$ cat src/design/sys_status_pkg.sv
package sys_status_pkg;
   // timing, clock at 10 MHz
   localparam int CLK_NS = 100;
   localparam int PFAIL_US = 16600;
   localparam int MAINS_CYC_US = 33200;
   localparam int SHUT_US = 100000;
   localparam int SEP_US = 50000;
   // least times round up to whole cycles
   localparam int PFAIL_CYC = (PFAIL_US * 1000 + CLK_NS - 1) / CLK_NS;
   localparam int SHUT_CYC = (SHUT_US * 1000 + CLK_NS - 1) / CLK_NS;
   localparam int SEP_CYC = (SEP_US * 1000 + CLK_NS - 1) / CLK_NS;
   // longest time for auto clear rounds down
   localparam int MAINS_CYC = (MAINS_CYC_US * 1000) / CLK_NS;
   localparam int CNT_W = 24;
   // apb map: word k holds bits 32k .. 32k+31
   localparam int ADDR_W = 12;
   localparam int NUM_WORDS = 7;
   localparam int IMG_W = 224;
   localparam int IDX_W = 3;
   // processor units behind the scanner
   localparam int UNITS = 16;
   localparam int UNIT_ERR_W = 5;
   localparam int SCAN_W = 4;
   localparam int NUM_PP = 10;
   localparam int NUM_CH = 12;
   localparam int SUM_BITS = 40;
   localparam logic [5:0] OP_STOP_LO = 6'h00;
   localparam logic [5:0] OP_STOP_HI = 6'h3f;
   // bit positions in the wide register
   localparam int B_CM_RANK2 = 3;
   localparam int B_PPU_ERR = 4;
   localparam int B_RX_IC = 6;
   localparam int B_TX_IC = 7;
   localparam int B_SUM2 = 10;
   localparam int B_LCM_RANK2 = 11;
   localparam int B_PP_PAR = 14;
   localparam int B_CH_PAR = 24;
   localparam int B_PFAIL = 36;
   localparam int B_SHUT = 37;
   localparam int B_SYND = 40;
   localparam int B_ADDR_HI = 48;
   localparam int B_ADDR_LO = 50;
   localparam int B_SCAN = 72;
   localparam int B_UNIT_ERR = 132;
   localparam int B_ADDR_MID = 156;
   localparam int B_CM_CLR = 168;
   localparam int B_LCM_PAR = 171;
   localparam int B_CM_PAR = 174;
   localparam int B_LCM_CLR = 176;
   localparam int B_CM_DBL = 183;
   localparam int B_DEGRADE = 192;
   localparam int B_LCM_DBL = 196;
   localparam int B_RECONF = 197;
   // synchronised pin inputs
   localparam int SY_MAINS = 0;
   localparam int SY_ENV_ABN = 1;
   localparam int SY_ENV_EMERG = 2;
   localparam int SY_ENV_CTL = 3;
   localparam int SY_SECOND = 4;
   localparam int SY_DEG = 5;
   localparam int SY_CHDIS = 9;
   localparam int SYNC_W = 21;
endpackage

$ cat src/design/system_error_status_register.sv
// Implementation choices: register access over APB and the placing of the registers.
`timescale 1ns/1ps
module system_error_status_register #(
   parameter int PFAIL_CYCLES = sys_status_pkg::PFAIL_CYC,
   parameter int SHUT_CYCLES = sys_status_pkg::SHUT_CYC,
   parameter int MAINS_CYCLES = sys_status_pkg::MAINS_CYC,
   parameter int SEP_CYCLES = sys_status_pkg::SEP_CYC
) (
   input wire logic pclk,
   input wire logic presetn,
   input wire logic ce,
   input wire logic [sys_status_pkg::ADDR_W-1:0] paddr,
   input wire logic psel,
   input wire logic penable,
   input wire logic pwrite,
   input wire logic [31:0] pwdata,
   output logic [31:0] prdata,
   output logic pready,
   output logic pslverr,
   input wire logic cm_err_valid,
   input wire logic cm_err_double,
   input wire logic [7:0] cm_syndrome,
   input wire logic [17:0] cm_err_addr,
   input wire logic lcm_err_valid,
   input wire logic lcm_err_double,
   input wire logic ppu_parity_err,
   input wire logic ppu_cm_read_err,
   input wire logic ppu_opcode_valid,
   input wire logic [5:0] ppu_opcode,
   input wire logic [79:0] ppu_unit_err,
   input wire logic rx_ichassis_err,
   input wire logic tx_ichassis_err,
   input wire logic [39:0] second_chassis_status,
   input wire logic [9:0] pp_mem_parity_err,
   input wire logic [11:0] chan_parity_err,
   input wire logic [11:0] chan_check_disable,
   input wire logic mains_ok,
   input wire logic env_abnormal,
   input wire logic env_emergency,
   input wire logic env_controlled,
   input wire logic [3:0] lcm_degrade,
   input wire logic [4:0] ppm_reconfig,
   output logic [3:0] scanner_select
);
   localparam int CW = sys_status_pkg::CNT_W;
   localparam int SW = sys_status_pkg::SYNC_W;
   localparam int IW = sys_status_pkg::IMG_W;
   localparam logic [CW-1:0] PF_N = CW'(PFAIL_CYCLES);
   localparam logic [CW-1:0] SH_N = CW'(SHUT_CYCLES);
   localparam logic [CW-1:0] MC_N = CW'(MAINS_CYCLES);

   // counters only fit 24 bits; shutdown must trail failure by the gap
   if (SHUT_CYCLES >= (1 << CW) || MAINS_CYCLES >= (1 << CW) || PFAIL_CYCLES < 1
       || SHUT_CYCLES - PFAIL_CYCLES < SEP_CYCLES) begin : g_bad_timing
      $error("timing parameters out of range");
   end

   typedef struct packed {
      logic [31:0] prdata;
      logic pready;
      logic pslverr;
      logic [3:0] scan;
      logic cm_clr;
      logic lcm_par;
      logic cm_par;
      logic lcm_clr;
      logic cm_rank2;
      logic ppu_err;
      logic rx_ic;
      logic tx_ic;
      logic lcm_rank2;
      logic [9:0] pp_par;
      logic [11:0] ch_par;
      logic pfail;
      logic shut;
      logic emerg;
      logic [7:0] synd;
      logic [17:0] addr;
      logic cm_dbl;
      logic lcm_dbl;
      logic [4:0] reconf;
      logic reconf_taken;
      logic [CW-1:0] out_cnt;
      logic [CW-1:0] pf_age;
      logic [CW-1:0] si_age;
      logic [SW-1:0] s1;
      logic [SW-1:0] s2;
      logic [SW-1:0] s3;
      logic [SW-1:0] filt;
   } state_t;

   state_t st_reg;
   state_t st_next;
   logic [SW-1:0] pins;
   logic [IW-1:0] img;
   logic [sys_status_pkg::IDX_W-1:0] idx;
   logic mapped;
   logic wr_en;
   logic [IW-1:0] wr_bits;
   logic env_any_q;

   // the word an apb write lands in, moved to its place in the image
   function automatic logic [IW-1:0] place(input logic [sys_status_pkg::IDX_W-1:0] i,
                                           input logic [31:0] d);
      logic [IW-1:0] v;
      v = '0;
      v[32 * i +: 32] = d;
      return v;
   endfunction

   // the register as software sees it; gaps stay zero
   function automatic logic [IW-1:0] image(input state_t s, input logic [79:0] ue,
                                           input logic [SW-1:0] f);
      logic [IW-1:0] v;
      v = '0;
      v[sys_status_pkg::B_CM_RANK2] = s.cm_rank2;
      v[sys_status_pkg::B_PPU_ERR] = s.ppu_err;
      v[sys_status_pkg::B_RX_IC] = s.rx_ic;
      v[sys_status_pkg::B_TX_IC] = s.tx_ic;
      v[sys_status_pkg::B_SUM2] = f[sys_status_pkg::SY_SECOND];
      v[sys_status_pkg::B_LCM_RANK2] = s.lcm_rank2;
      v[sys_status_pkg::B_PP_PAR +: 10] = s.pp_par;
      v[sys_status_pkg::B_CH_PAR +: 12] = s.ch_par;
      v[sys_status_pkg::B_PFAIL] = s.pfail;
      v[sys_status_pkg::B_SHUT] = s.shut;
      v[sys_status_pkg::B_SYND +: 8] = s.synd;
      v[sys_status_pkg::B_ADDR_HI +: 2] = s.addr[17:16];
      v[sys_status_pkg::B_ADDR_LO +: 4] = s.addr[3:0];
      v[sys_status_pkg::B_ADDR_MID +: 12] = s.addr[15:4];
      v[sys_status_pkg::B_SCAN +: 4] = s.scan;
      // selected unit's own error bits, live from that unit
      v[sys_status_pkg::B_UNIT_ERR +: 5] = ue[s.scan * 5 +: 5];
      v[sys_status_pkg::B_CM_CLR] = s.cm_clr;
      v[sys_status_pkg::B_LCM_PAR] = s.lcm_par;
      v[sys_status_pkg::B_CM_PAR] = s.cm_par;
      v[sys_status_pkg::B_LCM_CLR] = s.lcm_clr;
      v[sys_status_pkg::B_CM_DBL] = s.cm_dbl;
      v[sys_status_pkg::B_DEGRADE +: 4] = f[sys_status_pkg::SY_DEG +: 4];
      v[sys_status_pkg::B_LCM_DBL] = s.lcm_dbl;
      v[sys_status_pkg::B_RECONF +: 5] = s.reconf;
      return v;
   endfunction

   assign env_any_q = st_reg.filt[sys_status_pkg::SY_ENV_ABN] ||
                      st_reg.filt[sys_status_pkg::SY_ENV_EMERG] ||
                      st_reg.filt[sys_status_pkg::SY_ENV_CTL];
   assign pins = {chan_check_disable, lcm_degrade, |second_chassis_status,
                  env_controlled, env_emergency, env_abnormal, mains_ok};
   assign img = image(st_reg, ppu_unit_err, st_reg.filt);
   assign idx = paddr[2 +: sys_status_pkg::IDX_W];
   assign mapped = paddr[1:0] == 2'h0 &&
                   paddr < sys_status_pkg::ADDR_W'(sys_status_pkg::NUM_WORDS * 4);
   assign wr_en = psel && penable && st_reg.pready && pwrite && !st_reg.pslverr;
   // write-one clears for the flag bits, plain store for control bits; syndrome, address and double bits clear only via 168 and 176
   assign wr_bits = wr_en ? place(idx, pwdata) : '0;

   always_comb begin
      logic mains_off;
      logic env_any;
      logic si_cond;
      logic stop_op;
      mains_off = 1'b0;
      env_any = 1'b0;
      si_cond = 1'b0;
      stop_op = 1'b0;
      st_next = st_reg;
      // three-stage pin sync; a change counts when stages two and three agree
      st_next.s1 = pins;
      st_next.s2 = st_reg.s1;
      st_next.s3 = st_reg.s2;
      for (int i = 0; i < SW; i++) begin
         if (st_reg.s2[i] == st_reg.s3[i]) begin
            st_next.filt[i] = st_reg.s3[i];
         end
      end

      // apb slave: one wait state, answer on the second access cycle
      if (psel && penable && !st_reg.pready) begin
         st_next.pready = 1'b1;
         st_next.pslverr = !mapped;
         st_next.prdata = (mapped && !pwrite) ? img[32 * idx +: 32] : 32'h0000_0000;
      end else begin
         st_next.pready = 1'b0;
         st_next.pslverr = 1'b0;
      end

      // control bits; reserved and status-only positions ignore stored writes
      if (wr_en && idx == 3'(sys_status_pkg::B_SCAN / 32)) begin
         st_next.scan = pwdata[sys_status_pkg::B_SCAN % 32 +: 4];
      end
      if (wr_en && idx == 3'(sys_status_pkg::B_CM_CLR / 32)) begin
         st_next.cm_clr = pwdata[sys_status_pkg::B_CM_CLR % 32];
         st_next.lcm_par = pwdata[sys_status_pkg::B_LCM_PAR % 32];
         st_next.cm_par = pwdata[sys_status_pkg::B_CM_PAR % 32];
         st_next.lcm_clr = pwdata[sys_status_pkg::B_LCM_CLR % 32];
      end

      // straps caught once after reset release
      if (!st_reg.reconf_taken) begin
         st_next.reconf = ppm_reconfig;
         st_next.reconf_taken = 1'b1;
      end

      // central memory: clear holds while 168 is set; a new error still wins
      if (st_reg.cm_clr) begin
         st_next.synd = '0;
         st_next.addr = '0;
         st_next.cm_dbl = 1'b0;
      end
      if (wr_bits[sys_status_pkg::B_CM_RANK2]) begin
         st_next.cm_rank2 = 1'b0;
      end
      if (cm_err_valid) begin
         st_next.cm_rank2 = 1'b1;
         // first failing word is held until the clear
         if (st_next.synd == 8'h00) begin
            st_next.synd = cm_syndrome;
            st_next.addr = cm_err_addr;
         end
         if (!st_reg.cm_par && cm_err_double) begin
            st_next.cm_dbl = 1'b1;
         end
      end

      // extended memory, same scheme under 171 and 176
      if (st_reg.lcm_clr) begin
         st_next.lcm_dbl = 1'b0;
      end
      if (wr_bits[sys_status_pkg::B_LCM_RANK2]) begin
         st_next.lcm_rank2 = 1'b0;
      end
      if (lcm_err_valid) begin
         st_next.lcm_rank2 = 1'b1;
         if (!st_reg.lcm_par && lcm_err_double) begin
            st_next.lcm_dbl = 1'b1;
         end
      end

      // processor units
      stop_op = ppu_opcode_valid && (ppu_opcode == sys_status_pkg::OP_STOP_LO ||
                                     ppu_opcode == sys_status_pkg::OP_STOP_HI);
      st_next.ppu_err = (st_reg.ppu_err && !wr_bits[sys_status_pkg::B_PPU_ERR]) ||
                        ppu_parity_err || ppu_cm_read_err || stop_op;
      st_next.rx_ic = (st_reg.rx_ic && !wr_bits[sys_status_pkg::B_RX_IC]) ||
                      rx_ichassis_err;
      st_next.tx_ic = (st_reg.tx_ic && !wr_bits[sys_status_pkg::B_TX_IC]) ||
                      tx_ichassis_err;
      st_next.pp_par = (st_reg.pp_par & ~wr_bits[sys_status_pkg::B_PP_PAR +: 10]) |
                       pp_mem_parity_err;
      st_next.ch_par = (st_reg.ch_par & ~wr_bits[sys_status_pkg::B_CH_PAR +: 12]) |
                       (chan_parity_err &
                        ~st_reg.filt[sys_status_pkg::SY_CHDIS +: 12]);

      // power and environment
      mains_off = !st_reg.filt[sys_status_pkg::SY_MAINS];
      env_any = st_reg.filt[sys_status_pkg::SY_ENV_ABN] ||
                st_reg.filt[sys_status_pkg::SY_ENV_EMERG] ||
                st_reg.filt[sys_status_pkg::SY_ENV_CTL];
      if (!mains_off) begin
         st_next.out_cnt = '0;
      end else if (st_reg.out_cnt != SH_N) begin
         st_next.out_cnt = st_reg.out_cnt + 1'b1;
      end
      st_next.pf_age = !st_reg.pfail ? '0 :
                       (&st_reg.pf_age ? st_reg.pf_age : st_reg.pf_age + 1'b1);
      st_next.si_age = !st_reg.shut ? '0 :
                       (&st_reg.si_age ? st_reg.si_age : st_reg.si_age + 1'b1);

      if (wr_bits[sys_status_pkg::B_PFAIL]) begin
         st_next.pfail = 1'b0;
      end
      // short dips clear themselves; long ones wait for software
      if (st_reg.pfail && !mains_off && st_reg.pf_age < MC_N) begin
         st_next.pfail = 1'b0;
      end
      if ((mains_off && st_reg.out_cnt == PF_N - 1'b1) ||
          st_reg.filt[sys_status_pkg::SY_ENV_CTL]) begin
         st_next.pfail = 1'b1;
      end

      si_cond = (mains_off && st_reg.out_cnt >= SH_N - 1'b1) || env_any;
      if (wr_bits[sys_status_pkg::B_SHUT]) begin
         st_next.shut = 1'b0;
         st_next.emerg = 1'b0;
      end
      // an emergency limit blocks the automatic clear
      if (st_reg.shut && !si_cond && !st_reg.emerg && st_reg.si_age < MC_N) begin
         st_next.shut = 1'b0;
      end
      if (si_cond) begin
         st_next.shut = 1'b1;
      end
      if (st_reg.filt[sys_status_pkg::SY_ENV_EMERG]) begin
         st_next.emerg = 1'b1;
      end
   end

   always_ff @(posedge pclk or negedge presetn) begin
      if (!presetn) begin
         st_reg <= '0;
      end else if (ce) begin
         st_reg <= st_next;
      end
   end

   assign prdata = st_reg.prdata;
   assign pready = st_reg.pready;
   assign pslverr = st_reg.pslverr;
   assign scanner_select = st_reg.scan;

   a_cm_parity_flag: assert property (
      @(posedge pclk) disable iff (!presetn)
      ce && cm_err_valid && st_reg.cm_par && !st_reg.cm_dbl
      |=> st_reg.cm_rank2 && !st_reg.cm_dbl)
      else $error("cm parity error not flagged as single");

   a_cm_double_bit: assert property (
      @(posedge pclk) disable iff (!presetn)
      ce && cm_err_valid && !st_reg.cm_par && cm_err_double |=> st_reg.cm_dbl)
      else $error("cm double error not flagged");

   a_cm_clear_all: assert property (
      @(posedge pclk) disable iff (!presetn)
      ce && st_reg.cm_clr && !cm_err_valid
      |=> st_reg.synd == 8'h00 && st_reg.addr == 18'h0_0000 && !st_reg.cm_dbl)
      else $error("cm clear left state behind");

   a_lcm_double_bit: assert property (
      @(posedge pclk) disable iff (!presetn)
      ce && lcm_err_valid && !st_reg.lcm_par && lcm_err_double
      |=> st_reg.lcm_rank2 && st_reg.lcm_dbl)
      else $error("extended double error not flagged");

   a_stop_opcode: assert property (
      @(posedge pclk) disable iff (!presetn)
      ce && ppu_opcode_valid && ppu_opcode == sys_status_pkg::OP_STOP_HI
      |=> st_reg.ppu_err)
      else $error("stop opcode did not flag unit error");

   a_chan_parity: assert property (
      @(posedge pclk) disable iff (!presetn)
      ce && chan_parity_err[0] && !st_reg.filt[sys_status_pkg::SY_CHDIS] |=> st_reg.ch_par[0])
      else $error("channel parity error lost");

   a_pfail_time: assert property (
      @(posedge pclk) disable iff (!presetn)
      ce && !st_reg.filt[sys_status_pkg::SY_MAINS] && st_reg.out_cnt == PF_N - 1'b1
      |=> st_reg.pfail)
      else $error("power failure not set after half cycle");

   a_shut_lead: assert property (
      @(posedge pclk) disable iff (!presetn)
      $rose(st_reg.shut) && $past(!env_any_q)
      |-> st_reg.pfail && st_reg.pf_age >= CW'(SEP_CYCLES))
      else $error("shutdown set without power failure lead");

   a_summary_or: assert property (
      @(posedge pclk) disable iff (!presetn)
      (ce && |second_chassis_status) [*3] ##1 ce |-> ##1 img[sys_status_pkg::B_SUM2])
      else $error("second chassis summary not set");

   a_unused_zero: assert property (
      @(posedge pclk) disable iff (!presetn)
      img[2:0] == 3'h0 && img[5] == 1'b0 && img[9:8] == 2'h0 && img[203:202] == 2'h0)
      else $error("unused bit reads non-zero");
endmodule // system_error_status_register

$ cat config.mk
export PLATFORM = sky130hd
export DESIGN_NAME = system_error_status_register
export DESIGN_NICKNAME = d
export VERILOG_FILES = /design/src/design/sys_status_pkg.sv /design/src/design/system_error_status_register.sv
export SDC_FILE = /design/constraint.sdc
export NUM_CORES = 1
export LEC_CHECK = 0
export BUFFER_PORTS_ARGS = -buffer_cell sky130_fd_sc_hd__buf_2
export CELL_PAD_IN_SITES_DETAIL_PLACEMENT = 0
export CELL_PAD_IN_SITES_GLOBAL_PLACEMENT = 2
export CORE_AREA = 5 5 215 217
export CTS_BUF_LIST = sky130_fd_sc_hd__clkbuf_16
export DETAILED_ROUTE_END_ITERATION = 10
export DIE_AREA = 0 0 220 222
export PLACE_DENSITY_LB_ADDON = 0.15
export RECOVER_POWER = 25
export SETUP_SLACK_MARGIN = 0.05
export SLEW_MARGIN = 20
export SYNTH_ARGS = -nofsm -noshare
export SYNTH_HDL_FRONTEND = slang
export SYNTH_SLANG_ARGS = --single-unit
$ cat constraint.sdc
create_clock -name pclk -period 4.1 [get_ports pclk]
set_input_delay 0.82 -clock pclk [delete_from_list [all_inputs] [get_ports pclk]]
set_output_delay 0.82 -clock pclk [all_outputs]
set_load 0.005 [all_outputs]
# Word-level counts from Yosys, hierarchy flattened
# Cells that the tools add are included.
[classes]
div = 0
shift = 4
n_mul = 1
reduce_logical = 89
bitwise = 10
muxes = 27
n_eq_ne = 28
addsub = 4
order_cmp = 4
[op_table]
columns = ["cell", "count"]
rows = [
  ["224-bit by 9-bit variable part select with 32-bit output", 1],
  ["24-bit 2-to-1 mux", 6],
  ["80-bit by 8-bit variable part select with 5-bit output", 1],
  ["24-bit by 1-bit adder with 24-bit output, second input constant", 3],
  ["2-bit AND reduction", 33],
  ["27-bit 2-to-1 mux", 2],
  ["24-bit by 19-bit less-than comparator with 1-bit output, second input constant", 2],
  ["24-bit AND reduction", 2],
  ["40-bit OR reduction", 1],
  ["38-bit AND", 1],
  ["38-bit 2-to-1 mux", 1],
  ["32-bit by 34-bit variable shift with 38-bit output, first input constant", 1],
  ["32-bit by 34-bit variable part select with 38-bit output", 1],
  ["8-bit negation with 34-bit output", 1],
  ["32-bit 2-to-1 mux", 1],
  ["26-bit 2-to-1 mux", 1],
  ["12-bit AND", 2],
  ["24-bit by 18-bit == test with 1-bit output, second input constant", 1],
  ["24-bit by 20-bit >= comparator with 1-bit output, second input constant", 1],
  ["24-bit by 20-bit inequality test with 1-bit output, second input constant", 1],
  ["12-bit inverter", 2],
  ["1-bit logical AND", 22],
  ["1-bit == test", 21],
  ["1-bit 2-to-1 mux", 14],
  ["other kinds (19)", 45],
]
[word_totals]
input_bits = 258
n_memories = 0
latchBits = 0
ff_bits = 262
rom_bits = 0
mem_bits_rw = 0
out_inout_bits = 38

# Depth between registers and ports, before layout
[logic_depth]
word_depth = 10
ltp_mapped = 10
mapped_depth_nobuf = 9

# Worst setup path before layout
# No wires, ideal clock.
[synth_path]
path_type = "in2reg"
from = "input port paddr[3] (netlist bit)"
to = "register st_reg, in the netlist img[14]"
stages = 10
path_slack_ns = 1.090
setup_ns = 0.121
t_arrival_ns = 2.889
cell_sequence = "clkbuf_1 -> clkinv_1 -> ha_1 -> inv_1 -> ha_1 -> nor4_1 -> and3_1 -> clkbuf_1 -> nand2_1 -> a22o_1"
[synth_via]
elab_chain_cells = 7
elab_cells_between_ends = 8
classes_between = "add/sub: 1; shift: 2; mux: 1; bitwise: 4"
[synth_rtl]
columns = ["element", "line_no", "source"]
rows = [
  ["start, declared", "system_error_status_register.sv:12", "input wire logic [sys_status_pkg::ADDR_W-1:0] paddr,"],
  ["8-bit negation with 34-bit output *", "system_error_status_register.sv:107", "v[32 * i +: 32] = d;"],
  ["32-bit by 34-bit variable part select with 38-bit output / 32-bit by 34-bit variable shift with 38-bit output (equally long branches)", "system_error_status_register.sv:107", ""],
  ["38-bit AND (no source line) *", "-", ""],
  ["38-bit 2-to-1 mux *", "system_error_status_register.sv:155", "assign wr_bits = wr_en ? place(idx, pwdata) : '0;"],
  ["10-bit inverter *", "system_error_status_register.sv:248", "st_next.pp_par = (st_reg.pp_par & ~wr_bits[sys_status_pkg::B_PP_PAR +: 10]) |"],
  ["10-bit AND *", "system_error_status_register.sv:248", ""],
  ["10-bit bitwise OR *", "system_error_status_register.sv:248", ""],
  ["end signal, assigned", "system_error_status_register.sv:302", "st_reg <= st_next;"],
  ["end, declared", "system_error_status_register.sv:92", "state_t st_reg;"],
]
# Every way passes the cells marked *; elsewhere a longest branch is shown, timed or not.
# A chain may end at the register's enable or synchronous reset.

==> flow_metrics.env <==
export IMPL_outcome="complete, but fails checks"
export IMPL_violations="capacitance limit, slew limit"
export IMPL_via_per_inst=4.99
export IMPL_hold_depth=3
export IMPL_synth_seq_cells=262
export IMPL_grt_pass1_vias=11100
export IMPL_synth_edf_count=0
export IMPL_ys_seq_area_share_pct=50.2
export IMPL_synth_xor_area_share_pct=1.74
export IMPL_required_ps=4620
export IMPL_path_buf_inv=2
export IMPL_clk_latency_ps=580
export IMPL_initialDrtViolationCount=584
export IMPL_leakagePower_nw=7.09
export IMPL_grt_max_degree=86
export IMPL_path_delay_family="buffers and inverters"
export IMPL_cts_reportedPaths_clkPinSlew_ps=60
export IMPL_hp_start="cm_err_addr[8]"
export IMPL_synthAdderAreaFrac_pct=0.862
export IMPL_clock_root_buffer="clkbuf_16"
export IMPL_synth_compound_area_share_pct=16.0
export IMPL_dr_total_vias=10700
export IMPL_grt_overflow=0
export IMPL_die_area_sq_um=48800
export IMPL_synthMuxAreaShare_pct=9.68
export IMPL_synth_fp_nets=1549
export IMPL_wl_per_cell_um=19.7
export IMPL_hold_class="in2reg"
export IMPL_dpl_cell_area_sq_um=15000
export IMPL_reg2reg_depth=5
export IMPL_synth_warnings=0
export IMPL_initial_core_util_pct=29.7
export IMPL_cp_cell_sequence="clkbuf_2 > clkbuf_1"
export IMPL_largest_reg_flops=111
export IMPL_post_route_period_util_pct=67.1
export IMPL_synth_top_area_share_pct=50.2
export IMPL_cts_resized_gates=0
export IMPL_clock_sinks=262
export IMPL_final_area_sq_um=15800
export IMPL_r2r_start="st_reg[98]"
export IMPL_regToRegEndpoint="st_reg[99]"
export IMPL_cts_tree="built"
export IMPL_skew_ps=16.0
export IMPL_slew_headroom_pct=-40.0
export IMPL_critPathKind="in2async"
export IMPL_finalSetupViolCount=0
export IMPL_critPathMaxStageDelay_ps=1440
export IMPL_htree_levels=1
export IMPL_crit_arrival_ps=3270
export IMPL_pwr_density_cell_nw_per_um2=426
export IMPL_synthFlopType="dfrtp_1"
export IMPL_ys_types=64
export IMPL_start_kind="input port"
export IMPL_syn_area_sq_um=13100
export IMPL_die_w_um=220
export IMPL_io_pins=296
export IMPL_grt_pass1_wl_mm=65.8
export IMPL_tightest_slew_ps=2100
export IMPL_rows=77
export IMPL_final_hold_viol_count=0
export IMPL_io_buffers=293
export IMPL_end_kind="asynchronous set/reset pin"
export IMPL_rsz0062_at_grt="no"
export IMPL_drv_cap=1
export IMPL_avgSynthCellArea_sq_um=10.2
export IMPL_yosys_area_share_simple_pct=15.9
export IMPL_synthArstFlopShare_pct=100
export IMPL_place_congestion=0.784
export IMPL_antenna_found_initial=6
export IMPL_drc=0
export IMPL_ir_drop_mv=0.315
export IMPL_yosysTopAreaCell="dfrtp_1"
export IMPL_setup_tns_ps=0
export IMPL_hold_end="img[160]"
export IMPL_critPathMaxFanout=71
export IMPL_syn_to_final_growth_pct=21.3
export IMPL_reg2reg_slack_ps=1620
export IMPL_antenna_left=0
export IMPL_fin_crit_ps=2750
export IMPL_grtUsageTotal_pct=16.9
export IMPL_syn_inst=1282
export IMPL_clk_path_buf_depth=3
export IMPL_die_y_um=222
export IMPL_nets=1797
export IMPL_drive_gt1_share_pct=28.4
export IMPL_cts_inserted_buffers=31
export IMPL_drt_total_wl_mm=42.3
export IMPL_synth_top_family_by_area="compound AO/OA/AOI/OAI gates"
export IMPL_core_area_sq_um=43900
export IMPL_hold_buffers=0
export IMPL_crit_slowest_cell="clkbuf_2"
export IMPL_clock_fmax_mhz=364
export IMPL_hold_ws_ps=439
export IMPL_post_cts_setup_buffers=0
export IMPL_dp_hpwl_mm=30.3
export IMPL_total_power_mw=6.74
export IMPL_finalMaxSlewViolations=70
export IMPL_synth_area_leaders="dfrtp_1, o21ai_0, mux2_2"
export IMPL_first_pass_iters=5
## through the flow
step | std cells | util (%) | setup slack, ps
after global routing | 2146 | 36.1 | 745
after CTS | 2143 | 36.1 | 1460
after global placement | 2089 | 34.0 | 894
after floorplan | 1282 | - | 1090
after detailed placement | 2089 | 34.1 | 879
final | 2147 | 36.1 | 1350
## routing by layer
layer | vias up | share of wire [%] | track usage, %
met5 | - | 0.031 | 0
met4 | 2 | 1.5 | 3.30
met3 | 46 | 5.5 | 2.91
met2 | 239 | 47 | 28.6
li1 | 5167 | - | -
met1 | 5259 | 46 | 22.9
## Yosys cell counts, types with 28 or more instances
cell type	n
mux2_2	56
nor4_1	28
nand3_1	43
buf_4	37
o21ai_0	135
a21oi_1	52
dfrtp_1	262
a22o_1	40
inv_1	47
nand2_1	166
nor2_1	57
clkbuf_1	47
## where the power goes
part | switching (mW) | total (mW) | internal, mW
Sequential | 0.321 | 3.27 | 2.95
Clock | 1.12 | 2.48 | 1.36
Combinational | 0.532 | 0.990 | 0.458
Total | 1.98 | 6.74 | 4.77
## how the worst max path moves through the flow
| stage | to | cells past startpoint | from |
|---|---|---|---|
| after floorplan | img[14] | 10 | paddr[3] |
| after global placement | prdata[23] | 9 | paddr[3] |
| after detailed placement | prdata[23] | 9 | paddr[3] |
| after CTS | scanner_select[1] | 1 | scanner_select[1] |
| after global routing | img[10] | 2 | presetn |
| final | img[10] | 2 | presetn |
## worst reg2reg max path: stages (launching register included)
cell and delay (ps):
dfrtp_1 460, and4_1 330, nand4_1 380, o21ai_1 880
o21ai_0 210, a21oi_1 170
## kinds of logic (layout without fill, tap and decap cells)
logic type      after synthesis  in the layout
compound gates              322            322
xor+xnor                     26             26
fa+ha+maj                     9              9
buf+inv                     152            421
flops                       262            262
mux                          93             93
other cells                   0              4
simple gates                418            418
## area by class of cell
class / count / area, sq um
clock buffer: 31 / 776
clock inverter: 23 / 115
tap: 592 / 741
multi-input combinational: 868 / 5790
fill: 4569 / 28100
inverter: 50 / 188
timing repair buffer: 317 / 1670
sequential: 262 / 6560
antenna: 4 / 10.0
## layout by cell type, fill, tap and decap left out, types with 8 or more instances in the layout
master / n
a21oi_1: 52
a22o_1: 40
a32o_1: 17
and2_1: 16
and3_1: 16
and4_1: 11
buf_2: 291
buf_4: 19
clkbuf_16: 31
clkinv_1: 9
dfrtp_1: 262
ha_1: 9
inv_1: 55
mux2_2: 56
mux2i_1: 16
mux4_2: 21
nand2_1: 165
nand3_1: 43
nand4_1: 27
nor2_1: 55
nor3_1: 12
nor4_1: 27
o21ai_0: 135
o31ai_1: 19
o41ai_1: 8
or3_1: 8
or4_1: 11
xnor2_1: 10
xor2_1: 16
No activity file was read; power rests on OpenSTA's default activity.
